**src/logic/fds_pkg.sv**
```systemverilog
// Purpose: Constants for the flexible disk drive status interface
// Assumes: 250 MHz core clock, active-low interface levels
// Notes:   Offsets are byte addresses on the plain register port
package fds_pkg;
    // --------------------------------------------------------------
    // Register map
    // --------------------------------------------------------------
    localparam logic [3:0] FDS_CTRL_OFS   = 4'h0;
    localparam logic [3:0] FDS_STAT_OFS   = 4'h4;
    localparam logic [3:0] FDS_MASK_OFS   = 4'h8;
    localparam logic [3:0] FDS_STATE_OFS  = 4'hC;
    // CTRL fields
    localparam int FDS_CTRL_UNIT_LSB = 0;   // Two bits, select line index
    localparam int FDS_CTRL_OVRD_BIT = 2;   // Protect sensor override
    localparam logic [2:0] FDS_CTRL_RST = 3'h0;
    // Event bits, shared by STAT and MASK
    localparam int FDS_EV_INDEX = 0;
    localparam int FDS_EV_LEVER = 1;
    localparam int FDS_EV_PROT  = 2;
    localparam int FDS_EV_W     = 3;
    localparam logic [2:0] FDS_MASK_RST = 3'h0;
    // --------------------------------------------------------------
    // Timing
    // --------------------------------------------------------------
    localparam int FDS_CLK_MHZ     = 250;
    localparam int FDS_TRIM_US     = 190;
    localparam int FDS_TRIM_CYC    = FDS_TRIM_US * FDS_CLK_MHZ;
    localparam int FDS_INDEX_NS    = 200;
    localparam int FDS_INDEX_CYC   = (FDS_INDEX_NS * FDS_CLK_MHZ) / 1000;
endpackage

```
**src/logic/fds_status_if.sv**
```systemverilog
// Purpose: Drive-side status, index, stepping and write gating logic
// Assumes: All inputs synchronous to i_clk; interface pins active low
// Notes:   Registers reached over a plain strobe port, read data next cycle
//
// Design decisions made here: strobed register access and the register offsets.
`timescale 1ns/1ps
module fds_status_if
    import fds_pkg::*;
#(
    parameter int TRIM_CYC  = FDS_TRIM_CYC,
    parameter int INDEX_CYC = FDS_INDEX_CYC
) (
    // Clock and reset
    input  wire logic       i_clk,
    input  wire logic       i_rst,
    // Register port
    input  wire logic [3:0] i_addr,
    input  wire logic [7:0] i_wdata,
    input  wire logic       i_wr,
    input  wire logic       i_rd,
    output logic      [7:0] o_rdata,
    output logic            o_irq,
    // Drive sensors
    input  wire logic       i_index_hole,
    input  wire logic       i_index2_hole,
    input  wire logic       i_protect_sense,
    input  wire logic       i_track0_sense,
    input  wire logic       i_lever_open,
    input  wire logic       i_speed_ok,
    input  wire logic       i_read_pulse,
    // Host control lines, active low
    input  wire logic [3:0] i_unit_sel_n,
    input  wire logic       i_motor_off_n,
    input  wire logic       i_step_n,
    input  wire logic       i_dir_in_n,
    input  wire logic       i_wr_gate_n,
    input  wire logic       i_wr_data_n,
    // Host status lines, active low
    output logic            o_index_n,
    output logic            o_wr_prot_n,
    output logic            o_track0_n,
    output logic            o_two_sided_n,
    output logic            o_ready_n,
    output logic            o_disk_chg_n,
    output logic            o_read_data_n,
    // Drive actuators
    output logic            o_motor_en,
    output logic      [1:0] o_phase,
    output logic            o_wr_enable,
    output logic            o_wr_toggle,
    output logic            o_trim_erase
);
    // --------------------------------------------------------------
    // Registers and selection
    // --------------------------------------------------------------
    logic [2:0]  ctrl_q;
    logic [2:0]  stat_q;
    logic [2:0]  mask_q;
    logic [2:0]  ev;
    logic        sel;
    logic        sel_q;
    logic        prot;

    // Pick one of the four shared select lines
    assign sel  = ~i_unit_sel_n[ctrl_q[FDS_CTRL_UNIT_LSB +: 2]];
    // Override strap lets a protected disk be written
    assign prot = i_protect_sense & ~ctrl_q[FDS_CTRL_OVRD_BIT];

    always_ff @(posedge i_clk) begin
        if (i_rst) begin
            ctrl_q <= FDS_CTRL_RST;
            mask_q <= FDS_MASK_RST;
        end else if (i_wr && i_addr == FDS_CTRL_OFS) begin
            ctrl_q <= i_wdata[2:0];
        end else if (i_wr && i_addr == FDS_MASK_OFS) begin
            mask_q <= i_wdata[2:0];
        end
    end

    // --------------------------------------------------------------
    // Index pulse shaper
    // --------------------------------------------------------------
    logic        hole_q;
    logic [15:0] idx_cnt_q;

    // Edge of the hole starts exactly one fixed-width pulse
    always_ff @(posedge i_clk) begin
        if (i_rst) begin
            hole_q    <= 1'b0;
            idx_cnt_q <= 16'h0000;
        end else begin
            hole_q <= i_index_hole;
            if (i_index_hole && !hole_q) begin
                idx_cnt_q <= 16'(INDEX_CYC);
            end else if (idx_cnt_q != 16'h0000) begin
                idx_cnt_q <= idx_cnt_q - 16'h0001;
            end
        end
    end

    // --------------------------------------------------------------
    // Media status latches
    // --------------------------------------------------------------
    logic lever_q;
    logic two_q;
    logic chg_q;
    logic rep_q;
    logic prot_q;

    // Second hole marks a two-sided disk until the lever opens
    always_ff @(posedge i_clk) begin
        if (i_rst || i_lever_open) begin
            two_q <= 1'b0;
        end else if (i_index2_hole) begin
            two_q <= 1'b1;
        end
    end

    // Lever open sets; deselect clears only a reported change.
    // A new open in the deselect cycle still wins.
    always_ff @(posedge i_clk) begin
        if (i_rst) begin
            lever_q <= 1'b0;
            sel_q   <= 1'b0;
            chg_q   <= 1'b0;
            rep_q   <= 1'b0;
        end else begin
            lever_q <= i_lever_open;
            sel_q   <= sel;
            if (i_lever_open && !lever_q) begin
                chg_q <= 1'b1;
                rep_q <= 1'b0;
            end else if (sel_q && !sel && rep_q) begin
                chg_q <= 1'b0;
                rep_q <= 1'b0;
            end else if (sel && chg_q) begin
                rep_q <= 1'b1;
            end
        end
    end

    // --------------------------------------------------------------
    // Positioner
    // --------------------------------------------------------------
    logic       step_q;
    logic [1:0] phase_q;
    logic       busy;

    // One phase per step edge; inward counts up, outward down.
    // Steps are dropped, not queued, while writing.
    always_ff @(posedge i_clk) begin
        if (i_rst) begin
            step_q  <= 1'b1;
            phase_q <= 2'h0;
        end else begin
            step_q <= i_step_n;
            if (step_q && !i_step_n && !busy) begin
                phase_q <= i_dir_in_n ? phase_q - 2'h1 : phase_q + 2'h1;
            end
        end
    end

    // --------------------------------------------------------------
    // Write and trim erase control
    // --------------------------------------------------------------
    logic        wen;
    logic [19:0] trim_cnt_q;
    logic        trim_q;
    logic        wdat_q;
    logic        wtog_q;

    // Write path needs select, gate and an unprotected disk or the override bit set
    assign wen  = sel & ~i_wr_gate_n & ~prot;
    assign busy = sel & ~i_wr_gate_n;

    // Trim erase waits behind the write gap before switching on
    always_ff @(posedge i_clk) begin
        if (i_rst || !wen) begin
            trim_cnt_q <= 20'h00000;
            trim_q     <= 1'b0;
        end else if (trim_cnt_q == 20'(TRIM_CYC - 1)) begin
            trim_q <= 1'b1;
        end else begin
            trim_cnt_q <= trim_cnt_q + 20'h00001;
        end
    end

    // Waveform flips on each leading data edge of the FM stream
    always_ff @(posedge i_clk) begin
        if (i_rst) begin
            wdat_q <= 1'b1;
            wtog_q <= 1'b0;
        end else begin
            wdat_q <= i_wr_data_n;
            if (wen && wdat_q && !i_wr_data_n) begin
                wtog_q <= ~wtog_q;
            end
        end
    end

    // --------------------------------------------------------------
    // Interface outputs
    // --------------------------------------------------------------
    // All status levels except o_index_n registered so the cable sees no glitches
    always_ff @(posedge i_clk) begin
        if (i_rst) begin
            o_wr_prot_n   <= 1'b1;
            o_track0_n    <= 1'b1;
            o_two_sided_n <= 1'b1;
            o_ready_n     <= 1'b1;
            o_disk_chg_n  <= 1'b1;
            o_read_data_n <= 1'b1;
        end else begin
            o_wr_prot_n   <= ~i_protect_sense;
            o_track0_n    <= ~(i_track0_sense && phase_q == 2'h0);
            o_two_sided_n <= ~(sel & two_q);
            o_ready_n     <= ~(sel & i_speed_ok & i_motor_off_n);
            o_disk_chg_n  <= ~(sel & chg_q);
            o_read_data_n <= ~(sel & i_read_pulse & ~busy);
        end
    end

    assign o_index_n    = ~(idx_cnt_q != 16'h0000);
    assign o_motor_en   = i_motor_off_n;
    assign o_phase      = phase_q;
    assign o_wr_enable  = wen;
    assign o_wr_toggle  = wtog_q;
    assign o_trim_erase = trim_q;

    // --------------------------------------------------------------
    // Events, interrupt and read-back
    // --------------------------------------------------------------
    always_ff @(posedge i_clk) begin
        prot_q <= i_rst ? 1'b0 : i_protect_sense;
    end

    assign ev[FDS_EV_INDEX] = i_index_hole & ~hole_q;
    assign ev[FDS_EV_LEVER] = i_lever_open & ~lever_q;
    assign ev[FDS_EV_PROT]  = i_protect_sense ^ prot_q;

    // Read clears, but an event in the same cycle survives
    always_ff @(posedge i_clk) begin
        if (i_rst) begin
            stat_q <= 3'h0;
        end else if (i_rd && i_addr == FDS_STAT_OFS) begin
            stat_q <= ev;
        end else begin
            stat_q <= stat_q | ev;
        end
    end

    assign o_irq = |(stat_q & mask_q);

    always_ff @(posedge i_clk) begin
        if (i_rst || !i_rd) begin
            o_rdata <= 8'h00;
        end else begin
            unique case (i_addr)
                FDS_CTRL_OFS:  o_rdata <= {5'h00, ctrl_q};
                FDS_STAT_OFS:  o_rdata <= {5'h00, stat_q};
                FDS_MASK_OFS:  o_rdata <= {5'h00, mask_q};
                FDS_STATE_OFS: o_rdata <= {2'h0, trim_q, busy, two_q,
                                           chg_q, phase_q};
                default:       o_rdata <= 8'h00;
            endcase
        end
    end

    // --------------------------------------------------------------
    // Checks
    // --------------------------------------------------------------
    a_index_one_pulse: assert property (
        @(posedge i_clk) disable iff (i_rst)
        $fell(o_index_n) |->
            $past(ev[FDS_EV_INDEX]) ##0 !o_index_n [*8])
        else $error("index pulse too short");
    a_prot_blocks_wr: assert property (
        @(posedge i_clk) disable iff (i_rst)
        (i_protect_sense && !ctrl_q[FDS_CTRL_OVRD_BIT]) |-> !o_wr_enable)
        else $error("write enabled on protected disk");
    a_track0_home: assert property (
        @(posedge i_clk) disable iff (i_rst)
        !o_track0_n |-> $past(i_track0_sense) && $past(phase_q) == 2'h0)
        else $error("track zero without home phase");
    a_two_side_sel: assert property (
        @(posedge i_clk) disable iff (i_rst)
        !o_two_sided_n |-> $past(sel) && $past(two_q))
        else $error("two-sided while deselected or unseen");
    a_ready_gate: assert property (
        @(posedge i_clk) disable iff (i_rst)
        !o_ready_n |-> $past(sel) && $past(i_speed_ok))
        else $error("ready without select and speed");
    a_chg_on_open: assert property (
        @(posedge i_clk) disable iff (i_rst)
        (ev[FDS_EV_LEVER] && sel) ##1 sel |=> !o_disk_chg_n)
        else $error("lever open not reported");
    a_step_one_phase: assert property (
        @(posedge i_clk) disable iff (i_rst)
        $changed(phase_q) |->
            (phase_q - $past(phase_q) == 2'h1) ||
            ($past(phase_q) - phase_q == 2'h1))
        else $error("phase moved by more than one");
    a_no_step_wr: assert property (
        @(posedge i_clk) disable iff (i_rst)
        $past(busy) |-> $stable(phase_q))
        else $error("stepped during write");
    a_trim_delay: assert property (
        @(posedge i_clk) disable iff (i_rst)
        $rose(o_trim_erase) |-> trim_cnt_q == 20'(TRIM_CYC - 1))
        else $error("trim erase at wrong time");
    a_desel_quiet: assert property (
        @(posedge i_clk) disable iff (i_rst)
        !$past(sel) |-> o_ready_n && o_two_sided_n && o_disk_chg_n)
        else $error("gated output active while deselected");
endmodule

```
**config.mk**
```make
export PLATFORM = sky130hd
export DESIGN_NAME = fds_status_if
export DESIGN_NICKNAME = d
export VERILOG_FILES = /design/src/logic/fds_pkg.sv /design/src/logic/fds_status_if.sv
export SDC_FILE = /design/constraint.sdc
export NUM_CORES = 1
export LEC_CHECK = 0
export BUFFER_PORTS_ARGS = -buffer_cell sky130_fd_sc_hd__buf_2
export CAP_MARGIN = 20
export CORE_ASPECT_RATIO = 2
export CORE_UTILIZATION = 45
export DETAILED_ROUTE_END_ITERATION = 8
export PLACE_DENSITY = 0.71
export SETUP_SLACK_MARGIN = 0.2
export SLEW_MARGIN = 20
export SYNTH_ARGS = -nofsm -noshare
export SYNTH_HDL_FRONTEND = slang
export SYNTH_SLANG_ARGS = --single-unit
```
**constraint.sdc**
```tcl
create_clock -name i_clk -period 2.1 [get_ports i_clk]
set_input_delay 0.315 -clock i_clk [delete_from_list [all_inputs] [get_ports i_clk]]
set_output_delay 0.315 -clock i_clk [all_outputs]
set_load 0.05 [all_outputs]
```
# ---- Yosys cells after proc, flatten, opt, wreduce, memory -nomap -nowiden
# Index checks and enable logic that the tools add are counted.
dict set report classes {
  n_addsub 4
  multipliers 0
  n_div 0
  order_cmp 1
  n_eq_ne 4
  n_shift 0
  n_mux 9
  bitwise 30
  n_reduce_logical 32
}
# op count
set op_table {}
lappend op_table {{6-bit one-hot mux with 4 select lines} 1}
lappend op_table {{20-bit by 1-bit adder with 20-bit output (second input constant)} 1}
lappend op_table {{20-bit by 16-bit == test with 1-bit output (second input constant)} 1}
lappend op_table {{1-bit inverter} 16}
lappend op_table {{16-bit nonzero test} 1}
lappend op_table {{16-bit by 1-bit subtractor with 16-bit output (second input constant)} 1}
lappend op_table {{1-bit logical AND} 13}
lappend op_table {{6-bit 2-to-1 mux} 2}
lappend op_table {{1-bit AND} 11}
lappend op_table {{4-bit == test (second input constant)} 2}
lappend op_table {{1-bit logical NOT} 7}
lappend op_table {{3-bit OR reduction} 2}
lappend op_table {{4-bit by 3-bit == test with 1-bit output (second input constant)} 1}
lappend op_table {{4-bit logical NOT} 1}
lappend op_table {{2-bit nonzero test} 2}
lappend op_table {{3-bit AND} 1}
lappend op_table {{1-bit logical OR} 3}
lappend op_table {{2-bit by 3-bit < comparator with 1-bit output (second input constant)} 1}
lappend op_table {{1-bit 2-to-1 mux} 3}
lappend op_table {{3-bit 2-to-1 mux} 1}
lappend op_table {{3-bit OR} 1}
lappend op_table {{2-bit by 1-bit adder with 2-bit output (second input constant)} 1}
lappend op_table {{1-bit binary-select mux with 2-bit select} 1}
lappend op_table {{2-bit logical NOT} 1}
lappend op_table {{other kinds (5)} 5}
dict set report totals {
  ff_bits 72
  latchBits 0
  mem_bits_rw 0
  rom_bits 0
  in_bits 32
  out_inout_bits 22
  wordCells 105
  mem_count 0
}

# ---- Longest topological paths before layout
dict set report depth {
  ltp_word 7
  ltp_mapped 7
  ltp_nobuf 7
}

# ---- Worst setup path after synthesis
# OpenSTA, ideal clock, no wires.
dict set report synth_path {
  path_kind {register -> output}
  from {register ctrl_q[0]}
  to {output o_wr_enable}
  t_arrival_ns 2.047
  t_required_ns 1.785
  slack_ns -0.262
  stages_incl_launch_ff 3
  n_path_buf 0
  path_cell_list {dfxtp_1 -> mux4_2 -> nor3_1}
}
dict set report synth_between {
  elab_chain_cells 5
}
# element line_no
set synth_lines {}
lappend synth_lines {{from (decl)} fds_status_if.sv:56} ;# logic [2:0] ctrl_q;
lappend synth_lines {{from (signal assigned)} fds_status_if.sv:74} ;# ctrl_q <= i_wdata[2:0];
lappend synth_lines {{1-bit binary-select mux with 2-bit select} fds_status_if.sv:65} ;# assign sel = ~i_unit_sel_n[ctrl_q[FDS_CTRL_UNIT_LSB +: 2]];
lappend synth_lines {{1-bit 2-to-1 mux (not written as such)} fds_status_if.sv:65}
lappend synth_lines {{1-bit inverter} fds_status_if.sv:65}
lappend synth_lines {{1-bit AND (2 in a row)} fds_status_if.sv:173} ;# assign wen = sel & ~i_wr_gate_n & ~prot;
lappend synth_lines {{to (decl)} fds_status_if.sv:49} ;# output logic o_wr_enable,
# Every way passes these cells. The select of a mux whose other input is x is not followed.

# ---- Worst setup path after layout
# Ends and elaborated chain as after synthesis.

==> tab_implementation.tex <==
\begin{tabular}{lr}
\hline
Metric & Value \\
\hline
\multicolumn{2}{l}{\textbf{Outcome}} \\
Result of the run & finished clean \\
\multicolumn{2}{l}{\textbf{Power and ir drop}} \\
Design Power & 4.30 mW \\
Power Density & 1090 nW/um\^{}2 \\
Worst vdd rail ir drop & 0.840 mV \\
Leakage power total & 1.52 nW \\
\multicolumn{2}{l}{\textbf{Routing}} \\
WL final & 7150 um \\
Number of remaining DRC errors & 0 \\
Mean routed wirelength per cell & 14.6 um \\
Via Count & 2683 \\
Number of nets with antenna violations after detailed routing & 0 \\
Drt pass-1 iters & 5 \\
Mean number of vias per cell & 5.49 \\
Starting DRT DRC Count & 101 \\
\multicolumn{2}{l}{\textbf{Yosys}} \\
Number of flops mapped to enable cells by yosys & 0 \\
Number of unique standard cell types used by synthesis & 44 \\
Sequential cell area fraction in the yosys report & 46.4\% \\
Post-synth top flop & sky130\_fd\_sc\_hd\_\_dfxtp\_1 \\
\#FFs+latches synth & 70 \\
Warnings, synthesis & 0 \\
Ys async rst share & 0\% \\
Mean Syn Cell Area & 9.13 um\^{}2 \\
Gate Count Post-Synth & 331 \\
Total standard cell area after synthesis & 3020 um\^{}2 \\
\multicolumn{2}{l}{\textbf{Final layout}} \\
Net total in the final layout & 432 \\
Register area & 1400 um\^{}2 \\
Number of fill cells in the layout & 560 \\
Final non-filler cell area & 3940 um\^{}2 \\
Area grow syn2layout & 30.4\% \\
Most frequent standard cell in the layout excluding fill and tap cells & sky130\_fd\_sc\_hd\_\_dfxtp\_1 \\
Antenna diode count & 0 \\
Util after Layout & 61.4\% \\
Commonest non-fill, non-tap cells in the layout & 69 x sky130\_fd\_sc\_hd\_\_dfxtp\_1, 44 x sky130\_fd\_sc\_hd\_\_buf\_2, 39 x sky130\_fd\_sc\_hd\_\_nor2\_1 \\
Area of the multi-input gates & 1640 um\^{}2 \\
Fraction of final layout cells sized beyond drive strength 1 & 26.8\% \\
\multicolumn{2}{l}{\textbf{CTS}} \\
Maximum root-to-sink buffer count & 2 \\
Total CTS buffers & 9 \\
Master cell of the clock root buffer & sky130\_fd\_sc\_hd\_\_clkbuf\_16 \\
Clk pin slew, worst setup/hold paths & 0.06 ns \\
Clock tree from TritonCTS & built \\
CTS Sinks & 70 \\
H-tree Lvls & 3 \\
Number of hold buffers added after CTS & 0 \\
Clk\_lat worst skew & 0.33 ns \\
\multicolumn{2}{l}{\textbf{Critical path}} \\
Cell Chain, Critical Path & mux4\_2 -> buf\_6 -> nor3\_4 -> buf\_6 \\
Cell with the largest stage delay on the worst path & sky130\_fd\_sc\_hd\_\_mux4\_2 \\
Number of stages on the worst setup path & 4 \\
Startpoint class of the critical path & flip-flop \\
Worst flop-to-flop path startpoint & idx\_cnt\_q[2] \\
Most common cell on crit path & sky130\_fd\_sc\_hd\_\_buf\_6 \\
Required time of the critical path & 1.78 ns \\
Critical Path End Type & output port \\
Worst r2r dst & idx\_cnt\_q[13] \\
Cell depth of the worst flop-to-flop path & 4 \\
Reg2reg setup slack & 0.13 ns \\
Maximum fanout along the worst path & 2 \\
Critical path's largest stage delay & 0.55 ns \\
Setup crit end & o\_wr\_enable \\
Family of cells with the greatest summed delay on the critical path & multiplexers \\
Critical path buffers and inverters & 2 \\
Critical path origin & ctrl\_q[0] \\
Crit path kind & flip-flop to output port \\
Data arrival time of the critical path & 1.66 ns \\
\multicolumn{2}{l}{\textbf{Placement}} \\
Detailed placement HPWL & 4900 um \\
IO Port Bufs & 46 \\
Routability Congestion & 0.816 \\
Standard cell area after detailed placement & 3410 um\^{}2 \\
\multicolumn{2}{l}{\textbf{Floorplanning}} \\
Count of pins on the block boundary & 54 \\
Horizontal die dimension & 59.9 um \\
Area of the die & 7060 um\^{}2 \\
Std cell rows & 41 \\
Die Ht & 118 um \\
Total core area & 6410 um\^{}2 \\
Initial core utilization & 47.1\% \\
\multicolumn{2}{l}{\textbf{Min path}} \\
Tightest Hold Check Type & input port to flip-flop \\
\multicolumn{2}{l}{\textbf{STA}} \\
Setup-violating endpoint count in the final report & 0 \\
Final setup TNS & 0 ns \\
Worst Max-Slew Pin Slew & 0.505 ns \\
Worst slew margin relative to its limit & 66.0\% \\
Highest clock frequency the design can meet & 506 MHz \\
Final critical path time including I/O delays and setup & 1.98 ns \\
Total count of max-transition violations in the final report & 0 \\
Skew final & 0.00564 ns \\
Setup repair after global routing missed its margin & true \\
Final hold violations & 0 \\
Post-route fraction of the period consumed by the critical path & 94.2\% \\
\multicolumn{2}{l}{\textbf{Global routing}} \\
Overall fraction of global-route tracks in use & 22.6\% \\
Sum of overflow across all layers after global routing & 0 \\
First-pass GRT wire length & 12000 um \\
Number of antenna violations at the first check in global routing & 0 \\
Largest net degree at the start of global routing & 31 \\
Number of global-route vias before repair & 2698 \\
\multicolumn{2}{l}{\textbf{Job}} \\
Number of violations of the max-capacitance limit & 0 \\
\hline
\end{tabular}
## final cells by class
cell class              count  area share, %
well taps                  86           2.73
clock buffers              13           6.61
flip-flops and latches     70           35.6
repair buffers             66           10.2
multi-input cells         241           41.5
clock inverters             3           2.29
inverters                  10           1.05
## cell usage after synthesis (2+ instances only)
master	count	area, um^2
sky130_fd_sc_hd__a21o_1	2	15.0
sky130_fd_sc_hd__a21oi_1	25	125
sky130_fd_sc_hd__and2_1	2	12.5
sky130_fd_sc_hd__and3_1	4	25.0
sky130_fd_sc_hd__buf_4	3	22.5
sky130_fd_sc_hd__clkbuf_1	6	22.5
sky130_fd_sc_hd__dfxtp_1	70	1400
sky130_fd_sc_hd__ha_1	2	25.0
sky130_fd_sc_hd__inv_1	10	37.5
sky130_fd_sc_hd__mux2i_1	9	90.1
sky130_fd_sc_hd__mux4_2	4	90.1
sky130_fd_sc_hd__nand2_1	15	56.3
sky130_fd_sc_hd__nand2b_1	8	50.1
sky130_fd_sc_hd__nand3_1	12	60.1
sky130_fd_sc_hd__nand3b_1	5	37.5
sky130_fd_sc_hd__nand4_1	5	31.3
sky130_fd_sc_hd__nand4b_1	2	17.5
sky130_fd_sc_hd__nor2_1	39	146
sky130_fd_sc_hd__nor2b_1	11	68.8
sky130_fd_sc_hd__nor3_1	11	55.1
sky130_fd_sc_hd__nor4_1	12	75.1
sky130_fd_sc_hd__nor4b_1	2	17.5
sky130_fd_sc_hd__nor4bb_1	2	20.0
sky130_fd_sc_hd__o21ai_0	13	65.1
sky130_fd_sc_hd__o31ai_1	2	15.0
sky130_fd_sc_hd__or2_2	2	12.5
sky130_fd_sc_hd__or3_1	11	68.8
sky130_fd_sc_hd__or4_1	10	75.1
sky130_fd_sc_hd__or4b_2	2	20.0
sky130_fd_sc_hd__xnor2_1	11	96.3
sky130_fd_sc_hd__xor2_1	6	52.6
## metal layers
layer | vias to the layer above | GRT usage [%] | share of wire [%]
met5 | - | 0 | 0
met4 | 0 | 14.7 | 4.8
met3 | 25 | 6.26 | 3.8
met2 | 78 | 38.5 | 54
met1 | 1263 | 22.6 | 37
li1 | 1317 | - | -
## where the power goes
part,leakage [nW],internal (mW),total [mW],switching (mW)
Sequential,0.571,1.42,1.54,0.121
Combinational,0.776,0.470,0.988,0.517
Clock,0.170,1.23,1.77,0.547
## repair_timing
item / 4_1_cts / 5_1_grt
pin swaps: 4 / 1
endpoints found under the setup margin: 9 / 16
gates resized for setup: 14 / 13
cloned: 0 / 0
buffers inserted: 3 / 6
## worst register-to-register path, delay by kind of cell, from the launching register on
family / cells / cell delay (ns)
simple gates: 3 / 1.35
mux: 1 / 0.14
flops: 1 / 0.37
## worst min path at each step
stage	startpoint	cells after the start	slack (ns)	to
floorplan	two_q	1	0.37	o_two_sided_n
global placement	two_q	1	0.37	o_two_sided_n
detailed placement	two_q	1	0.38	o_two_sided_n
CTS	i_speed_ok	2	0.14	o_ready_n
global route	i_speed_ok	2	0.15	o_ready_n
finish	i_speed_ok	2	0.16	o_ready_n
## registers in the layout (all words and copies together), names as in the netlist, 2 cells and up
signal and cells:
trim_cnt_q 20, idx_cnt_q 16, o_rdata 6, ctrl_q 3, mask_q 3, stat_q 3
o_phase 2
## kinds of logic after synthesis
group | Yosys count | synth area share [%]
other cells | 1 | 0.124
flops | 70 | 46.4
buf+inv | 21 | 3.27
mux | 14 | 6.34
simple gates | 158 | 29.2
xor+xnor | 17 | 4.93
fa+ha+maj | 2 | 0.828
compound gates | 48 | 8.87
## through the flow
step	hold WS, ns	setup slack (ns)	std cells
floorplan	0.367	0.181	332
global placement	0.374	0.0784	464
detailed placement	0.384	-0.0000844	464
CTS	0.144	0.0843	483
global route	0.155	0.0432	489
finish	0.157	0.123	489
(Power assumes the default switching activity.)
